===== src/ccsd_regs.svh =====
// register map, field positions, reset values and timing constants of the clock switch block
`ifndef CCSD_REGS_SVH
`define CCSD_REGS_SVH

// clock_switch_control index and byte address (index times four)
`define CCSD_CSC_INDEX        18'h0FFDE
`define CCSD_CSC_ADDR         18'h3FF78
`define CCSD_DIV_ADDR         18'h00000
`define CCSD_AUX_ADDR         18'h00004
`define CCSD_TRIM_ADDR        18'h00008
`define CCSD_IRQ_STAT_ADDR    18'h0000C
`define CCSD_IRQ_EN_ADDR      18'h00010
`define CCSD_IRQ_CLR_ADDR     18'h00014

// field positions
`define CCSD_DONE_BIT         7
`define CCSD_CRYSTAL_FOR_WATCHDOG_BIT       4
`define CCSD_DBL_BIT          3
`define CCSD_LOWPWR_BIT       7
`define CCSD_RCSEL_BIT        7
`define CCSD_IRQ_DONE_BIT     0
`define CCSD_IRQ_LOCK_BIT     1
`define CCSD_IRQ_RSVD_BIT     2

// reset values
`define CCSD_DIV_RESET        8'h00
`define CCSD_AUX_RESET        1'b0
`define CCSD_RCSEL_RESET      1'b0
`define CCSD_IRQ_RESET        3'h0

// source select codes
`define CCSD_SRC_EXT          3'h7
`define CCSD_SRC_WDOG         3'h4
`define CCSD_SRC_RC           3'h3
`define CCSD_SRC_XT_LOW       3'h2
`define CCSD_SRC_XT_MID       3'h1
`define CCSD_SRC_XT_HIGH      3'h0

// wake-up timing
`define CCSD_CLK_PERIOD_NS    4
`define CCSD_XTAL_OSC_CYC     1024
`define CCSD_XTAL_EXTRA_NS    60000
`define CCSD_RC_WAKE_NS       200000
`define CCSD_FAST_OSC_CYC     32

`endif


===== src/ccsd_pkg.sv =====
// types shared by the clock switch block
package ccsd_pkg;

  typedef struct packed {
    logic       xtal_wdog;
    logic       rc_dbl;
    logic [2:0] src_sel;
  } ccsd_ctrl_t;

  typedef enum logic [1:0] {
    CCSD_ST_RUN  = 2'b01,
    CCSD_ST_WAKE = 2'b10
  } ccsd_state_t;

endpackage


===== src/ccsd_wakeup_timer.sv =====
// wake-up timer: counts source ticks, then system cycles, then pulses done
module ccsd_wakeup_timer #(
  parameter int OSC_W  = 11,
  parameter int TIME_W = 17
) (
  input  wire logic              clk_sys,
  input  wire logic              rst_n,
  input  wire logic              start,
  input  wire logic              src_tick,
  input  wire logic [OSC_W-1:0]  osc_cycles,
  input  wire logic [TIME_W-1:0] time_cycles,
  output logic                   done
);
  initial
  begin
    if (OSC_W < 1 || TIME_W < 1)
      $error("ccsd_wakeup_timer: widths must be positive");
  end

  logic              busy_q;
  logic [OSC_W-1:0]  osc_cnt_q;
  logic [TIME_W-1:0] time_cnt_q;
  logic              osc_met;
  logic              time_met;

  assign osc_met  = (osc_cnt_q >= osc_cycles);
  assign time_met = (time_cnt_q >= time_cycles);

  always_ff @(posedge clk_sys or negedge rst_n)
  begin
    if (!rst_n)
    begin
      busy_q     <= 1'b0;
      osc_cnt_q  <= '0;
      time_cnt_q <= '0;
      done       <= 1'b0;
    end
    else
    begin
      done <= 1'b0;
      if (start)
      begin
        busy_q     <= 1'b1;
        osc_cnt_q  <= '0;
        time_cnt_q <= '0;
      end
      else if (busy_q)
      begin
        if (!osc_met)
        begin
          if (src_tick)
            osc_cnt_q <= osc_cnt_q + OSC_W'(1);
        end
        else if (!time_met)
          time_cnt_q <= time_cnt_q + TIME_W'(1);
        else
        begin
          busy_q <= 1'b0;
          done   <= 1'b1;
        end
      end
    end
  end
endmodule


===== src/ccsd_clk_divider.sv =====
// divides oscillator ticks by 2N (by one at N zero) into cpu ticks and halves them for peripherals
module ccsd_clk_divider #(
  parameter int DIV_W = 8
) (
  input  wire logic             clk_sys,
  input  wire logic             rst_n,
  input  wire logic             osc_tick,
  input  wire logic [DIV_W-1:0] divisor,
  output logic                  cpu_tick,
  output logic                  periph_tick
);
  initial
  begin
    if (DIV_W < 1 || DIV_W > 16)
      $error("ccsd_clk_divider: DIV_W out of range");
  end

  logic [DIV_W:0] cnt_q;
  logic [DIV_W:0] limit;
  logic           cpu_hit;
  logic           phase_q;

  // terminal count 2N-1, recomputed every cycle so a new N applies at once
  assign limit   = {divisor, 1'b0} - (DIV_W + 1)'(1);
  assign cpu_hit = osc_tick && ((divisor == '0) || (cnt_q >= limit));

  always_ff @(posedge clk_sys or negedge rst_n)
  begin
    if (!rst_n)
      cnt_q <= '0;
    else if (osc_tick)
      cnt_q <= cpu_hit ? '0 : cnt_q + (DIV_W + 1)'(1);
  end

  always_ff @(posedge clk_sys or negedge rst_n)
  begin
    if (!rst_n)
    begin
      cpu_tick    <= 1'b0;
      periph_tick <= 1'b0;
      phase_q     <= 1'b0;
    end
    else
    begin
      cpu_tick    <= cpu_hit;
      periph_tick <= cpu_hit && phase_q;
      if (cpu_hit)
        phase_q <= !phase_q;
    end
  end
endmodule


===== src/ccsd_top.sv =====
// clock source switch and cpu clock divider with apb register access
//
// Chosen here: register access over APB.
`include "ccsd_regs.svh"

module ccsd_top #(
  parameter int XTAL_EXTRA_CYC = (`CCSD_XTAL_EXTRA_NS + `CCSD_CLK_PERIOD_NS - 1)
                                 / `CCSD_CLK_PERIOD_NS,
  parameter int RC_WAKE_CYC    = (`CCSD_RC_WAKE_NS + `CCSD_CLK_PERIOD_NS - 1)
                                 / `CCSD_CLK_PERIOD_NS,
  parameter int DIV_W          = 8
) (
  input  wire logic         clk_sys,
  input  wire logic         rst_n,
  input  wire logic         psel,
  input  wire logic         penable,
  input  wire logic         pwrite,
  input  wire logic [17:0]  paddr,
  input  wire logic [31:0]  pwdata,
  output logic              pready,
  output logic [31:0]       prdata,
  output logic              pslverr,
  input  wire logic [2:0]   user_config_one,
  input  wire logic         user_config_two,
  input  wire logic         wdog_osc_pin,
  input  wire logic         rc_osc_pin,
  input  wire logic         crystal_pin,
  input  wire logic         clock_in_pin,
  output ccsd_pkg::ccsd_ctrl_t active_cfg,
  output logic              crystal_for_watchdog,
  output logic              low_power_clock_bit,
  output logic              osc_clock,
  output logic              cpu_clock,
  output logic              periph_clock,
  output logic              irq
);
  import ccsd_pkg::*;

  localparam int TIME_W = 17;
  localparam int OSC_W  = 11;

  initial
  begin
    if (XTAL_EXTRA_CYC < 1 || XTAL_EXTRA_CYC >= (1 << TIME_W))
      $error("ccsd_top: XTAL_EXTRA_CYC does not fit the wake-up timer");
    if (RC_WAKE_CYC < 1 || RC_WAKE_CYC >= (1 << TIME_W))
      $error("ccsd_top: RC_WAKE_CYC does not fit the wake-up timer");
    if (DIV_W != 8)
      $error("ccsd_top: divisor register is eight bits wide");
  end

  // oscillator pins: two-stage synchronisers, then a third stage for edges
  localparam int NPIN = 4;
  logic [NPIN-1:0] pin_raw;
  logic [NPIN-1:0] sync1_q;
  logic [NPIN-1:0] sync2_q;
  logic [NPIN-1:0] sync3_q;
  logic [NPIN-1:0] rise;
  logic [NPIN-1:0] fall;

  assign pin_raw = {clock_in_pin, crystal_pin, rc_osc_pin, wdog_osc_pin};

  genvar gi;
  generate
    for (gi = 0; gi < NPIN; gi++)
    begin : g_sync
      always_ff @(posedge clk_sys or negedge rst_n)
      begin
        if (!rst_n)
        begin
          sync1_q[gi] <= 1'b0;
          sync2_q[gi] <= 1'b0;
          sync3_q[gi] <= 1'b0;
        end
        else
        begin
          sync1_q[gi] <= pin_raw[gi];
          sync2_q[gi] <= sync1_q[gi];
          sync3_q[gi] <= sync2_q[gi];
        end
      end
      assign rise[gi] = sync2_q[gi] && !sync3_q[gi];
      assign fall[gi] = !sync2_q[gi] && sync3_q[gi];
    end
  endgenerate

  // register state
  ccsd_ctrl_t  req_q;
  ccsd_ctrl_t  act_q;
  ccsd_state_t state_q;
  logic        done_q;
  logic        strap_pend_q;
  logic [7:0]  div_q;
  logic        lowpwr_q;
  logic        rcsel_q;
  logic [2:0]  irq_stat_q;
  logic [2:0]  irq_en_q;
  logic        wake_done;

  // apb decode
  logic        acc;
  logic        wr;
  logic        hit_csc;
  logic        hit_div;
  logic        hit_aux;
  logic        hit_trim;
  logic        hit_stat;
  logic        hit_en;
  logic        hit_clr;
  logic        mapped;
  logic        csc_locked;
  logic        sel_rsvd;
  logic        csc_write;
  logic        new_switch;
  ccsd_ctrl_t  wr_cfg;

  assign acc      = psel && penable;
  assign wr       = acc && pwrite;
  assign hit_csc  = (paddr == `CCSD_CSC_ADDR);
  assign hit_div  = (paddr == `CCSD_DIV_ADDR);
  assign hit_aux  = (paddr == `CCSD_AUX_ADDR);
  assign hit_trim = (paddr == `CCSD_TRIM_ADDR);
  assign hit_stat = (paddr == `CCSD_IRQ_STAT_ADDR);
  assign hit_en   = (paddr == `CCSD_IRQ_EN_ADDR);
  assign hit_clr  = (paddr == `CCSD_IRQ_CLR_ADDR);
  assign mapped   = hit_csc || hit_div || hit_aux || hit_trim || hit_stat || hit_en || hit_clr;

  assign wr_cfg.xtal_wdog = pwdata[`CCSD_CRYSTAL_FOR_WATCHDOG_BIT];
  assign wr_cfg.rc_dbl    = pwdata[`CCSD_DBL_BIT];
  assign wr_cfg.src_sel   = pwdata[2:0];

  // codes 101 and 110 are reserved
  assign sel_rsvd   = (wr_cfg.src_sel == 3'h5) || (wr_cfg.src_sel == 3'h6);
  assign csc_locked = !done_q;
  assign csc_write  = wr && hit_csc && !csc_locked && !sel_rsvd;
  assign new_switch = csc_write && ((wr_cfg.src_sel != req_q.src_sel)
                                    || (wr_cfg.rc_dbl != req_q.rc_dbl));

  assign pready  = 1'b1;
  assign pslverr = acc && (!mapped || (pwrite && hit_csc && (csc_locked || sel_rsvd))
                           || (pwrite && hit_stat) || (!pwrite && hit_clr));

  // clock_switch_control: strap load after reset, software writes when idle
  always_ff @(posedge clk_sys or negedge rst_n)
  begin
    if (!rst_n)
    begin
      strap_pend_q <= 1'b1;
      req_q        <= '0;
    end
    else if (strap_pend_q)
    begin
      strap_pend_q  <= 1'b0;
      req_q.src_sel <= user_config_one;
      req_q.rc_dbl  <= user_config_two;
    end
    else if (csc_write)
      req_q <= wr_cfg;
  end

  // the watchdog crystal choice takes effect at once, no wake-up needed
  always_ff @(posedge clk_sys or negedge rst_n)
  begin
    if (!rst_n)
      crystal_for_watchdog <= 1'b0;
    else if (csc_write)
      crystal_for_watchdog <= wr_cfg.xtal_wdog;
  end

  // switch sequencer
  always_ff @(posedge clk_sys or negedge rst_n)
  begin
    if (!rst_n)
    begin
      state_q <= CCSD_ST_RUN;
      done_q  <= 1'b1;
      act_q   <= '0;
    end
    else if (strap_pend_q)
    begin
      act_q.src_sel <= user_config_one;
      act_q.rc_dbl  <= user_config_two;
    end
    else
    begin
      act_q.xtal_wdog <= req_q.xtal_wdog;
      unique case (state_q)
        CCSD_ST_RUN:
        begin
          if (new_switch)
          begin
            state_q <= CCSD_ST_WAKE;
            done_q  <= 1'b0;
          end
        end
        CCSD_ST_WAKE:
        begin
          if (wake_done)
          begin
            act_q.src_sel <= req_q.src_sel;
            act_q.rc_dbl  <= req_q.rc_dbl;
            state_q       <= CCSD_ST_RUN;
            done_q        <= 1'b1;
          end
        end
      endcase
    end
  end

  // source tick selection for a given configuration
  function automatic logic src_tick_of(ccsd_ctrl_t cfg, logic [NPIN-1:0] r, logic [NPIN-1:0] f);
    logic t;
    t = 1'b0;
    case (cfg.src_sel)
      `CCSD_SRC_EXT:  t = r[3];
      `CCSD_SRC_WDOG: t = r[0];
      `CCSD_SRC_RC:   t = cfg.rc_dbl ? (r[1] || f[1]) : r[1];
      `CCSD_SRC_XT_LOW,
      `CCSD_SRC_XT_MID,
      `CCSD_SRC_XT_HIGH: t = r[2];
      default:        t = 1'b0;
    endcase
    return t;
  endfunction

  logic             rc_tick;
  logic             osc_tick;
  logic             div_cpu_tick;
  logic             div_per_tick;
  logic [OSC_W-1:0] wake_osc;
  logic [TIME_W-1:0] wake_time;

  assign osc_tick = src_tick_of(act_q, rise, fall);
  assign rc_tick  = act_q.rc_dbl ? (rise[1] || fall[1]) : rise[1];

  // wake-up delay chosen from the newly requested source
  always_comb
  begin
    wake_osc  = OSC_W'(`CCSD_FAST_OSC_CYC);
    wake_time = '0;
    if (req_q.src_sel == `CCSD_SRC_RC)
    begin
      wake_osc  = '0;
      wake_time = TIME_W'(RC_WAKE_CYC);
    end
    else if (req_q.src_sel == `CCSD_SRC_XT_LOW || req_q.src_sel == `CCSD_SRC_XT_MID
             || req_q.src_sel == `CCSD_SRC_XT_HIGH)
    begin
      wake_osc  = OSC_W'(`CCSD_XTAL_OSC_CYC);
      wake_time = TIME_W'(XTAL_EXTRA_CYC);
    end
  end

  ccsd_wakeup_timer #(
    .OSC_W  (OSC_W),
    .TIME_W (TIME_W)
  ) u_wake (
    .clk_sys     (clk_sys),
    .rst_n       (rst_n),
    .start       (new_switch),
    .src_tick    (src_tick_of(req_q, rise, fall)),
    .osc_cycles  (wake_osc),
    .time_cycles (wake_time),
    .done        (wake_done)
  );

  ccsd_clk_divider #(
    .DIV_W (DIV_W)
  ) u_div (
    .clk_sys     (clk_sys),
    .rst_n       (rst_n),
    .osc_tick    (rcsel_q ? rc_tick : osc_tick),
    .divisor     (rcsel_q ? '0 : div_q),
    .cpu_tick    (div_cpu_tick),
    .periph_tick (div_per_tick)
  );

  // rc select feeds rc ticks to the divider at N zero, so one phase serves both paths
  always_ff @(posedge clk_sys or negedge rst_n)
  begin
    if (!rst_n)
    begin
      osc_clock    <= 1'b0;
      cpu_clock    <= 1'b0;
      periph_clock <= 1'b0;
    end
    else
    begin
      osc_clock    <= osc_tick;
      cpu_clock    <= div_cpu_tick;
      periph_clock <= div_per_tick;
    end
  end

  // divisor, low power and rc select registers
  always_ff @(posedge clk_sys or negedge rst_n)
  begin
    if (!rst_n)
      div_q <= `CCSD_DIV_RESET;
    else if (wr && hit_div)
      div_q <= pwdata[7:0];
  end

  always_ff @(posedge clk_sys or negedge rst_n)
  begin
    if (!rst_n)
      lowpwr_q <= `CCSD_AUX_RESET;
    else if (wr && hit_aux)
      lowpwr_q <= pwdata[`CCSD_LOWPWR_BIT];
  end

  always_ff @(posedge clk_sys or negedge rst_n)
  begin
    if (!rst_n)
      rcsel_q <= `CCSD_RCSEL_RESET;
    else if (wr && hit_trim)
      rcsel_q <= pwdata[`CCSD_RCSEL_BIT];
  end

  // interrupt status: set wins over clear
  logic [2:0] irq_set;
  logic [2:0] irq_clr;
  assign irq_set = {wr && hit_csc && sel_rsvd && !csc_locked,
                    wr && hit_csc && csc_locked,
                    wake_done};
  assign irq_clr = (wr && hit_clr) ? pwdata[2:0] : 3'h0;

  always_ff @(posedge clk_sys or negedge rst_n)
  begin
    if (!rst_n)
      irq_stat_q <= `CCSD_IRQ_RESET;
    else
      irq_stat_q <= (irq_stat_q & ~irq_clr) | irq_set;
  end

  always_ff @(posedge clk_sys or negedge rst_n)
  begin
    if (!rst_n)
      irq_en_q <= `CCSD_IRQ_RESET;
    else if (wr && hit_en)
      irq_en_q <= pwdata[2:0];
  end

  assign irq                 = |(irq_stat_q & irq_en_q);
  assign active_cfg          = act_q;
  assign low_power_clock_bit = lowpwr_q;

  // read data captured in the setup phase
  always_ff @(posedge clk_sys or negedge rst_n)
  begin
    if (!rst_n)
      prdata <= 32'h0000_0000;
    else if (psel && !penable && !pwrite)
    begin
      prdata <= 32'h0000_0000;
      if (hit_csc)
        prdata[7:0] <= {done_q, 2'b00, req_q.xtal_wdog, req_q.rc_dbl, req_q.src_sel};
      else if (hit_div)
        prdata[7:0] <= div_q;
      else if (hit_aux)
        prdata[`CCSD_LOWPWR_BIT] <= lowpwr_q;
      else if (hit_trim)
        prdata[`CCSD_RCSEL_BIT] <= rcsel_q;
      else if (hit_stat)
        prdata[2:0] <= irq_stat_q;
      else if (hit_en)
        prdata[2:0] <= irq_en_q;
    end
  end
endmodule


===== config.mk =====
export PLATFORM = sky130hd
export DESIGN_NAME = ccsd_top
export DESIGN_NICKNAME = d
export VERILOG_FILES = /design/src/ccsd_pkg.sv /design/src/ccsd_wakeup_timer.sv /design/src/ccsd_clk_divider.sv /design/src/ccsd_top.sv
export VERILOG_INCLUDE_DIRS = /design/src /design/src/src
export SDC_FILE = /design/constraint.sdc
export NUM_CORES = 1
export LEC_CHECK = 0
export ABC_CLOCK_PERIOD_IN_PS = 7300
export BUFFER_PORTS_ARGS = -buffer_cell sky130_fd_sc_hd__buf_2
export CAP_MARGIN = 20
export CORE_MARGIN = 8
export CORE_UTILIZATION = 36
export CTS_CLUSTER_DIAMETER = 60
export DETAILED_ROUTE_END_ITERATION = 7
export GPL_ROUTABILITY_DRIVEN = 0
export GPL_TIMING_DRIVEN = 0
export PLACE_DENSITY = 0.66
export SYNTH_ARGS = -nofsm -noshare
export SYNTH_HDL_FRONTEND = slang
export SYNTH_SLANG_ARGS = --single-unit
export TNS_END_PERCENT = 5

===== constraint.sdc =====
create_clock -name clk_sys -period 7.3 [get_ports clk_sys]
set_input_delay 1.095 -clock clk_sys [delete_from_list [all_inputs] [get_ports clk_sys]]
set_output_delay 1.095 -clock clk_sys [all_outputs]
set_load 0.05 [all_outputs]

Word level (Yosys, flattened, before mapping)

Cells that the tools add are included.

Register bits after elaboration: 96
Input port bits: 63
Output and inout bits: 45
Word-level logic and storage cells: 199

Add/sub/neg operators: 4
Magnitude comparators: 3
Equal/unequal tests: 26
Muxes and demuxes: 49
Bitwise operators: 5
Reductions and logical operators: 73

Operator list:

| cell                  | count |
|---|---|
| $mux 17               | 4 |
| $mux 11               | 6 |
| $eq 18x4->1 const B   | 2 |
| $eq 18x5->1 const B   | 2 |
| $logic_and 1x1->1     | 28 |
| $mux 4                | 6 |
| $eq 18x18->1 const B  | 1 |
| $eq 18x3->1 const B   | 1 |
| $eq 3x3->1 const B    | 6 |
| $logic_not 18->1      | 1 |
| $mux 3                | 6 |
| $add 17x1->17 const B | 1 |
| $ge 17x16->1          | 1 |
| $logic_or 1x1->1      | 16 |
| $mux 1                | 16 |
| $mux 16               | 1 |
| $mux 8                | 2 |
| $mux 14               | 1 |
| $eq 3x2->1 const B    | 4 |
| $reduce_bool 2->1     | 6 |
| $add 11x1->11 const B | 1 |
| $ge 11x11->1          | 1 |
| $logic_not 1->1       | 11 |
| $add 9x1->9 const B   | 1 |
| 23 further kinds      | 35 |

Longest topological paths before layout

Gate-level depths: netlist of the first run.

Depth in word-level cells: 12
Mapped depth: 13
Depth with buffers taken out: 11

By module

From an unflattened synthesis of the first run, not the netlist that was laid out.

Cell total of the unflattened synthesis: 624
Area, all modules: 6083.3 µm²

By module, submodules not included:

| module            | times used | cells an instance | area each (µm²) |
|---|---|---|---|
| ccsd_top          | 1          | 268               | 2834.0 |
| ccsd_wakeup_timer | 1          | 265               | 2368.5 |
| ccsd_clk_divider  | 1          | 91                | 880.8 |

Least setup slack after synthesis of the first run

OpenSTA, ideal clock, no wires.

Path kind: input port to output port
Start: in paddr[5]
End: out pslverr
Data arrival time: 3.159 ns
Data required time: 6.205 ns
Slack: 3.046 ns
Stages on the path: 5
Cell sequence: nor4_1 nand4_1 or3_1 or4_1 a31oi_1

Longest elaborated chain between the ends: 12
Elaborated cells between the ends (all ways): 22
Classes of those cells: eq/ne (6); reduce/logical (16)

RTL lines:

| what                                                              | line            | source |
|---|---|---|
| start, declared                                                   | ccsd_top.sv:18  | `input wire logic [17:0] paddr,` |
| $eq 18x18->1 (no source line) or $logic_not 18->1 (tied branches) | n/a             |  |
| $logic_or 1x1->1 (6 in series)                                    | ccsd_top.sv:126 | `assign mapped = hit_csc \|\| hit_div \|\| hit_aux \|\| hit_trim \|\| hit_stat \|\| hit_en \|\| hit_clr;` |
| $logic_not 1->1                                                   | ccsd_top.sv:140 | `assign pslverr = acc && (!mapped \|\| (pwrite && hit_csc && (csc_locked \|\| sel_rsvd))` |
| $logic_or 1x1->1                                                  | ccsd_top.sv:140 |  |
| $logic_or 1x1->1                                                  | ccsd_top.sv:141 | `\|\| (pwrite && hit_stat) \|\| (!pwrite && hit_clr));` |
| $logic_or 1x1->1 *                                                | ccsd_top.sv:141 |  |
| $logic_and 1x1->1 *                                               | ccsd_top.sv:140 |  |
| end, declared                                                     | ccsd_top.sv:22  | `output logic pslverr,` |

Every way passes the cells marked *; elsewhere a longest branch is shown, timed or not.

Worst setup path in the final report of the first run

Start: in paddr[10]
End: out pslverr

Same word-level chain as after synthesis.

==> results.py, run 1 <==
metrics = {
    "critical_path": {
        "slowest_delay_ns": 0.41,
        "cpMostUsedCell": "buf_2",
        "cp.arrival_ns": 3.07,
        "critPathBufInv": 2,
        "critical_path.top_delay_family": "simple AND/OR/NAND/NOR gates",
        "start_kind": "input port",
        "cp.required_ns": 6.20,
        "end_kind": "output port",
        "worstPathMaxFanout": 4,
        "crit_chain": "buf_2 -> nor4_1 -> nand4_1 -> or3_1 -> nor3_1 -> o21ai_0 -> a31oi_1 -> buf_2",
        "slowest_stage": "or3_1",
        "critPathKind": "in2out",
    },
    "cts": {
        "clock_latency_ns": 0.35,
        "cts.repair.resized": 0,
        "cts_buffers": 9,
        "cts_max_level": 3,
        "cts_sinks": 95,
        "cts_root_buffer": "clkbuf_16",
        "ctsHoldBuffers": 0,
        "cts_tree": "built",
        "clockBufferDepth": 2,
        "post_cts_buffers": 0,
        "clk_pin_slew_ns": 0.07,
    },
    "power": {
        "p_per_area_nw_per_um2": 193,
        "p_switching_uw": 354,
        "power_frac_clock_pct": 39.1,
        "cellLeakagePower_uw": 0.00297,
        "power_frac_comb_pct": 15.4,
        "p_seq_share_pct": 45.5,
        "intPower_uw": 884,
        "p_sw_share_pct": 28.6,
        "ir_drop_uv": 117,
    },
    "placement": {
        "port_buffers": 57,
        "hpwl_um": 9750,
    },
    "synth": {
        "yosysMostFrequentCell": "dfrtp_1",
        "postSynthAreaPerCell_um2": 9.83,
        "ys_top_cells_by_area": "dfrtp_1 (43%), ha_1 (6.0%), nor2_1 (3.9%), buf_4 (3.9%), mux2_2 (3.3%)",
        "async_flop_share_pct": 100,
        "yosys_warnings": 0,
        "synth_flop_cell": "dfrtp_1",
        "synth_top_area_share_pct": 42.7,
        "synth_edf_count": 0,
        "ys_top_cells_by_count": "dfrtp_1 (93), nor2_1 (57), nand2_1 (37)",
        "synth_top_area_cell": "dfrtp_1",
        "syn_inst": 555,
        "ys_seq_area_share_pct": 43.6,
        "ys_types": 71,
        "synth_seq_cells": 95,
        "synthesis.area_um2": 5460,
    },
    "sta": {
        "hold_violations": 0,
        "drv_slew": 0,
        "slew_headroom_pct": 53.8,
        "finalClockSkew_ns": 0.00843,
        "timing.setup.tns_ns": 0,
        "tightestPinTransition_ns": 0.689,
        "setup_viol": 0,
        "fmax_mhz": 240,
        "rsz0062_at_grt": "no",
        "min_period_ns": 4.16,
        "period_share_pct": 57.0,
    },
    "floorplanning": {
        "die-area_um2": 19400,
        "coreArea_um2": 15000,
        "io_pins": 108,
        "fp.dieH_um": 139,
        "start_util_pct": 36.3,
        "placementRows": 45,
        "die_w_um": 139,
    },
    "route": {
        "drtIter0Drc": 213,
        "drtPass1Iterations": 4,
        "ant_nets": 0,
        "avgViaCountPerCell": 5.15,
        "wl_um": 12600,
        "routedWlPerCell_um": 15.0,
        "vias": 4334,
        "drc": 0,
    },
    "grt": {
        "grt-ovfl-total": 0,
        "antenna_found_initial": 0,
        "grt_usage_pct": 13.5,
        "grt_pass1_wl_um": 21700,
        "grt_pass1_vias": 4522,
        "grt_max_degree": 59,
    },
    "finish": {
        "drive_above_1_share_pct": 22.8,
        "utilization_pct": 42.6,
        "final_nets": 737,
        "insertedDiodeCount": 0,
        "areaGrowthSynthToFinish_pct": 17.4,
    },
    "min_path": {
        "hold_class": "reg2reg",
    },
    "outcome": {
        "status": "complete, no violations",
    },
    "flow_run": {
        "cap_violations": 0,
    },
}
-- through the flow --
step | setup slack (ns) | hold WS [ns] | cells | power (uW) | cell area (um^2)
2_1_floorplan | 3.05 | 0.331 | 579 | 705 | 5550
3_3_place_gp | 3.20 | 0.331 | 824 | 757 | 6070
3_5_place_dp | 3.14 | 0.336 | 825 | 764 | 6100
4_1_cts | 3.14 | 0.346 | 841 | 1260 | 6400
5_1_grt | 2.90 | 0.347 | 841 | 1290 | 6400
6_report | 3.14 | 0.344 | 841 | 1240 | 6400
-- worst paths after layout --
| kind | from | end | slack (ns) | cells past startpoint |
|---|---|---|---|---|
| worst max-delay path | paddr[10] | pslverr | 3.14 | 8 |
| worst min-delay path | sync1_q[2] | sync2_q[2] | 0.34 | 0 |
| worst max register to register | div_q[0] | u_div.periph_tick | 3.73 | 13 |
| worst min register to register | sync1_q[2] | sync2_q[2] | 0.34 | 0 |
| max in group asynchronous | rst_n | u_wake.osc_cnt_q[8] | 5.92 | 2 |
| min in group asynchronous | rst_n | low_power_clock_bit | 0.71 | 1 |
-- cells by family (layout without fill, tap and decap cells) --
kind of cell,count (synthesis),after routing,synth area share [%]
compound gates,86,86,10.3
xor+xnor,33,33,5.30
fa+ha+maj,27,27,6.15
buf+inv,61,135,6.40
flops,95,95,43.6
mux,27,27,5.32
other cells,2,26,0.138
simple gates,224,224,22.8
-- cell type report --
class	count	area, um^2
plain buffers	43	282
repair buffers	58	315
well taps	188	235
inverters	18	67.6
clock buffers	11	243
fillers	1451	8630
clock inverters	5	65.1
flip-flops and latches	95	2380
multi-input cells	423	2820
-- sequential cells by signal, indices dropped and copies added (netlist names), 2 cells and up --
register,count
u_wake.osc_cnt_q,11
sync1_q,4
div_q,8
req_q,5
u_div.cnt_q,9
active_cfg,5
u_wake.time_cnt_q,17
sync3_q,4
sync2_q,4
irq_en_q,3
irq_stat_q,3
prdata,8
state_q,2
-- worst reg2reg max path: cells and delay by family (launching register included) --
family,cells,cell delay [ns]
and+or+nand+nor,5,1.19
AOI/OAI and AO/OA,4,1.00
DFF,1,0.47
buffers and inverters,2,0.32
adders and majority gates,1,0.30
xor gates and xnor gates,1,0.18
-- power by group through the flow --
stage	clock network [uW]	logic (uW)	registers, uW
floorplan	0	103	602
global placement	0	185	572
detailed placement	0	191	573
CTS	501	192	563
global route	522	208	565
finish	484	191	563
-- placed cells by master, fill, tap and decap left out, types with 14 or more instances in the layout --
cell     count
ha_1        26
buf_2       61
inv_1       18
conb_1      26
xor2_1      15
a21oi_1     26
xnor2_1     18
nor2_1      57
dfrtp_1     93
nor3_1      14
mux2_2      16
o21ai_0     20
nand3_1     22
buf_4       29
nand2_1     37
-- per-layer routing --
metal | up-vias | global-route usage, % | part of all wire, %
met4 | 0 | 4.79 | 1.7
met1 | 2110 | 15.2 | 43
met5 | - | 0 | 0
met3 | 18 | 3.61 | 4.7
met2 | 75 | 24.3 | 51
li1 | 2131 | - | -
No activity file was read; power rests on OpenSTA's default activity.
==> inputs of run 2 (changes only) <==
Settings changed: ABC_AREA set to 1, ABC_CLOCK_PERIOD_IN_PS 7300 to 4120, PLACE_DENSITY 0.66 to 0.65.
Clock period 7.3 ns to 4.12 ns, I/O delays scaled along.
==> run 2 against run 1 <==
  * Clock power increased by 93%
  * Synthesized cell count increased by 48%
  * Count of clock-buffer cells in the layout decreased by 2
  * Worst hold slack got worse by 0.15 ns
  * Global-route usage increased by 0.56 points
  * Via count increased by 25%
  * Sequential share of layout area decreased by 4.1 points
  * Utilization decreased by 0.34 points
  * Final cell count increased by 36%
  * Critical path depth increased by 1
  * Largest power group unchanged
==> results.py, run 2 <==
metrics = {
    "outcome": {
        "status": "complete, no violations",
    },
    "placement": {
        "pre_cts_ws_ns": 1.33,
        "hpwl_um": 11500,
        "port_buffers": 58,
    },
    "floorplanning": {
        "die_w_um": 147,
        "coreArea_um2": 17100,
        "fp.dieH_um": 147,
        "placementRows": 48,
        "io_pins": 108,
        "die-area_um2": 21600,
        "start_util_pct": 36.3,
    },
    "grt": {
        "antenna_found_initial": 0,
        "grt_pass1_wl_um": 25300,
        "grt_pass1_vias": 5231,
        "grt_usage_pct": 14.1,
        "grt-ovfl-total": 0,
        "grt_max_degree": 71,
    },
    "synth": {
        "synth_flop_cell": "dfrtp_1",
        "async_flop_share_pct": 100,
        "ys_types": 46,
        "ys_top_cells_by_count": "nand2_1 (199), inv_1 (111), dfrtp_1 (93)",
        "synth_top_area_share_pct": 37.6,
        "syn_inst": 823,
        "yosys_warnings": 0,
        "postSynthAreaPerCell_um2": 7.52,
        "ys_seq_area_share_pct": 38.4,
        "synth_seq_cells": 95,
        "ys_top_cells_by_area": "dfrtp_1 (38%), nand2_1 (12%), inv_1 (6.7%), nand3_1 (6.1%), ha_1 (5.3%)",
        "synth_edf_count": 0,
        "synthesis.area_um2": 6190,
        "yosysMostFrequentCell": "nand2_1",
        "synth_top_area_cell": "dfrtp_1",
    },
    "critical_path": {
        "slowest_delay_ns": 0.36,
        "critPathKind": "in2out",
        "r2r-start": "req_q[2]",
        "r2r_cells": 15,
        "cp.arrival_ns": 2.23,
        "r2r-end": "u_wake.time_cnt_q[8]",
        "crit_chain": "buf_2 -> nor2_4 -> nand2_4 -> nor3_1 -> nand2_1 -> nor2_1 -> nand2_1 -> a31oi_1 -> buf_2",
        "cp.depth": 9,
        "start_kind": "input port",
        "cp.required_ns": 3.50,
        "critPathBufInv": 2,
        "end_kind": "output port",
        "critical_path.top_delay_family": "simple AND/OR/NAND/NOR gates",
        "r2r_setup_slack_ns": 1.42,
        "slowest_stage": "nor3_1",
        "worstPathMaxFanout": 8,
    },
    "cts": {
        "cts.repair.resized": 0,
        "ctsHoldBuffers": 0,
        "clock_latency_ns": 0.35,
        "cts_root_buffer": "clkbuf_16",
        "cts_max_level": 3,
        "clk_pin_slew_ns": 0.07,
        "cts_tree": "built",
        "clockBufferDepth": 2,
        "post_cts_buffers": 0,
        "cts_sinks": 95,
        "cts_buffers": 9,
    },
    "sta": {
        "setup_ws_ns": 1.27,
        "rsz0062_at_grt": "no",
        "drv_slew": 0,
        "tightestPinTransition_ns": 0.910,
        "period_share_pct": 69.1,
        "finalClockSkew_ns": 0.00912,
        "setup_viol": 0,
        "hold_violations": 0,
        "timing.setup.tns_ns": 0,
        "slew_headroom_pct": 38.9,
        "min_period_ns": 2.85,
        "fmax_mhz": 351,
    },
    "finish": {
        "largest_reg_flops": 17,
        "regMostFlops": "u_wake.time_cnt_q",
        "areaGrowthSynthToFinish_pct": 16.5,
        "final_cell_mix": "nand2_1 (199), inv_1 (111), dfrtp_1 (93)",
        "largestRegisters": "u_wake.time_cnt_q (17), u_wake.osc_cnt_q (11), u_div.cnt_q (9)",
        "drive_above_1_share_pct": 15.5,
        "final_nets": 1006,
        "insertedDiodeCount": 0,
        "layout_commonest_cell": "nand2_1",
    },
    "route": {
        "wl_um": 15000,
        "drc": 0,
        "avgViaCountPerCell": 4.71,
        "ant_nets": 0,
        "vias": 5406,
        "routedWlPerCell_um": 13.0,
        "drtPass1Iterations": 5,
        "drtIter0Drc": 361,
    },
    "power": {
        "cellLeakagePower_uw": 0.00382,
        "ir_drop_uv": 212,
        "p_per_area_nw_per_um2": 320,
    },
    "min_path": {
        "hold_class": "in2async",
    },
    "flow_run": {
        "cap_violations": 0,
    },
}
==> run 2: final cells by class <==
type	instances	area, um^2
Buffer	39	292
Clock buffer	9	225
Clock inverter	7	101
Fill cell	1767	9850
Inverter	114	428
Multi-Input combinational cell	599	3180
Sequential cell	95	2380
Tap cell	225	282
Timing Repair Buffer	59	320
==> run 2: cell families (layout without fill, tap and decap cells) <==
group / count (synthesis) / count (layout) / share of synthesized area [%]
AOI/OAI and AO/OA: 78 / 78 / 7.66
xor gates and xnor gates: 31 / 31 / 4.39
adders and majority gates: 26 / 26 / 5.25
buffers and inverters: 153 / 228 / 11.6
DFF: 95 / 95 / 38.4
muxes: 1 / 1 / 0.182
other: 2 / 26 / 0.121
and+or+nand+nor: 437 / 437 / 32.3
==> run 2: worst max-delay path by stage <==
stage	startpoint	slack, ns	to
final	paddr[17]	1.27	pslverr
after CTS	paddr[17]	1.31	pslverr
after floorplan	paddr[15]	1.26	pslverr
after global routing	rcsel_q	0.99	u_div.phase_q
after global placement	paddr[17]	1.29	pslverr
after detailed placement	paddr[13]	1.33	pslverr
==> run 2: through the flow <==
stage	cell area [um^2]	total power, uW	hold slack (ns)	instances	util, %
floorplan	6280	1280	0.322	847	-
global placement	6850	1380	0.332	1130	40.2
detailed placement	6880	1390	0.337	1131	40.4
CTS	7210	2330	0.196	1147	42.3
global route	7210	2420	0.213	1147	42.3
finish	7210	2310	0.191	1147	42.3
==> run 2: power by group <==
part           total [uW]  switching (uW)  internal [uW]
Clock                 933             393            540
Sequential           1030            48.8            979
Combinational         348             240            108
==> run 2: per-layer routing <==
layer  GRT usage, %  share of wire [%]  vias to the layer above
met5              0                  0                        -
met4           4.54                1.3                        0
met3           2.86                3.4                        9
met2           22.1                 45                       88
met1           19.1                 50                     2508
li1               -                  -                     2801
==> inputs of run 3 (changes only) <==
Settings changed: ABC_AREA 1 to 0, ABC_CLOCK_PERIOD_IN_PS 4120 to 2600, PLACE_DENSITY 0.65 to 0.68.
Clock period 4.12 ns to 2.6 ns, I/O delays scaled along.
==> run 3 against run 2 <==
  * The run now ends with negative setup slack left
  * Critical path depth grew 2
  * Die area shrank 11%
  * Sequential power grew 53%
  * Largest power group unchanged
==> results.py, run 3 (synthesis gave the netlist of run 1 again) <==
metrics = {
    "finish": {
        "seqCellArea_um2": 2380,
        "instances_no_fill": 853,
        "final_nets": 749,
        "final_area_um2": 6760,
        "layout_commonest_cell": "dfrtp_1",
        "final_cell_mix": "dfrtp_1 (92), nor2_1 (57), buf_2 (57)",
        "insertedDiodeCount": 0,
        "regMostFlops": "u_wake.time_cnt_q",
        "areaGrowthSynthToFinish_pct": 23.9,
        "largest_reg_flops": 17,
        "largestRegisters": "u_wake.time_cnt_q (17), u_wake.osc_cnt_q (11), u_div.cnt_q (9)",
        "multi_input_area_um2": 3040,
        "fillers": 1464,
        "drive_above_1_share_pct": 28.4,
    },
    "critical_path": {
        "start_kind": "register",
        "crit_chain": "or4_4 -> nor3_4 -> xor2_1 -> nor2_1 -> ha_1 -> a21oi_2 -> o22ai_2 -> a2111oi_4 -> o21ai_2 -> and2b_2 -> xor2_1",
        "end_kind": "register",
        "worstPathMaxFanout": 8,
        "cp.arrival_ns": 3.19,
        "r2r_setup_slack_ns": -0.36,
        "slowest_delay_ns": 0.59,
        "critical_path.top_delay_family": "simple AND/OR/NAND/NOR gates",
        "cp.required_ns": 2.83,
        "slowest_stage": "or4_4",
        "critPathBufInv": 0,
        "cpMostUsedCell": "xor2_1",
        "critPathKind": "reg2reg",
    },
    "power": {
        "cellLeakagePower_uw": 0.00308,
        "finalPower_uw": 3540,
        "ir_drop_uv": 338,
        "p_per_area_nw_per_um2": 524,
    },
    "floorplanning": {
        "die-area_um2": 19400,
        "placementRows": 45,
        "io_pins": 108,
        "start_util_pct": 36.3,
        "fp.dieH_um": 139,
        "die_w_um": 139,
        "coreArea_um2": 15000,
    },
    "route": {
        "maxUsedRoutingLayer": "met4",
        "dr_wl_met2_um": 6430,
        "avgViaCountPerCell": 5.06,
        "wl_met3_um": 671,
        "routedWlPerCell_um": 15.0,
        "drc": 0,
        "wl_um": 12800,
        "vias": 4319,
        "drtPass1Iterations": 4,
        "wl_met1_um": 5550,
        "ant_nets": 0,
        "drtIter0Drc": 236,
    },
    "sta": {
        "timing.hold.ws_ns": 0.0103,
        "setup_ws_ns": -0.360,
        "period_share_pct": 114,
        "drv_slew": 0,
        "slew_headroom_pct": 52.9,
        "tightestPinTransition_ns": 0.702,
        "finalClockSkew_ns": 0.00770,
        "min_period_ns": 2.96,
        "fmax_mhz": 338,
        "setup_viol": 18,
        "timing.setup.tns_ns": -3.38,
        "rsz0062_at_grt": "yes",
        "hold_violations": 0,
    },
    "grt": {
        "grt-ovfl-total": 0,
        "antenna_found_initial": 0,
        "grt_pass1_wl_um": 21400,
        "grt_pass1_vias": 4337,
        "grt_max_degree": 60,
        "grt_usage_pct": 13.5,
    },
    "cts": {
        "cts_root_buffer": "clkbuf_16",
        "clockBufferDepth": 2,
        "clock_latency_ns": 0.35,
        "cts_sinks": 95,
        "cts_tree": "built",
        "cts_buffers": 9,
        "ctsHoldBuffers": 0,
        "clk_pin_slew_ns": 0.07,
        "cts_max_level": 3,
    },
    "placement": {
        "hpwl_um": 9280,
        "port_buffers": 57,
        "dp.cells": 825,
        "dpl_cell_area_um2": 6130,
    },
    "min_path": {
        "hold_class": "in2async",
    },
    "flow_run": {
        "cap_violations": 0,
    },
    "outcome": {
        "status": "finished, violations left",
        "violations": "negative setup slack",
    },
}
run 3: cell types whose count changed in the layout (fill, tap and decap cells not counted), moves of 16 or more:
| cell | change |
|---|---|
| nand4_1 | -19 |
| o21ai_0 | -16 |
| nor2_1 | -28 |
| inv_1 | -93 |
| nand3_1 | -54 |
| nand2_1 | -163 |
run 3: layer usage:
| layer | vias to the layer above | GRT usage, % |
|---|---|---|
| li1 | 2149 | - |
| met1 | 2072 | 15.8 |
| met2 | 85 | 23.0 |
| met3 | 13 | 4.58 |
| met4 | 0 | 3.93 |
| met5 | - | 0 |
run 3: repair_timing:
item                       4_1_cts  5_1_grt
pin swaps                       18        6
setup endpoints to repair       43       28
gates resized for setup         33       15
setup buffers                   14        1
run 3: where the power goes:
part / internal (uW) / switching, uW / total [uW] / leakage, uW
Combinational: 186 / 389 / 574 / 0.00184
Clock: 769 / 616 / 1390 / 0.000152
Sequential: 1540 / 40.8 / 1580 / 0.00110
run 3: worst paths after layout:
kind,from,endpoint,cells after the start
worst max register to register,div_q[3],u_div.phase_q,11
worst min register to register,sync1_q[2],sync2_q[2],0
min in group clk_sys,rc_osc_pin,sync1_q[1],1
max in group asynchronous,rst_n,state_q[0],2
worst max-delay path,div_q[3],u_div.phase_q,11
worst min-delay path,rst_n,u_wake.osc_cnt_q[6],1
run 3: final cells by class:
| cell class | instances | area share [%] |
|---|---|---|
| Multi-Input combinational cell | 423 | 44.9 |
| Sequential cell | 95 | 35.2 |
| Timing Repair Buffer | 73 | 6.42 |
| Buffer | 40 | 4.29 |
| Tap cell | 188 | 3.48 |
| Clock buffer | 9 | 3.33 |
| Clock inverter | 7 | 1.31 |
| Inverter | 18 | 1.00 |
run 3: through the flow:
stage / util, % / worst slack, ns
6_report: 45.0 / -0.360
5_1_grt: 45.0 / -0.492
4_1_cts: 44.5 / -0.420
3_5_place_dp: 40.8 / -0.732
3_3_place_gp: 40.6 / -0.709
2_1_floorplan: - / -0.367
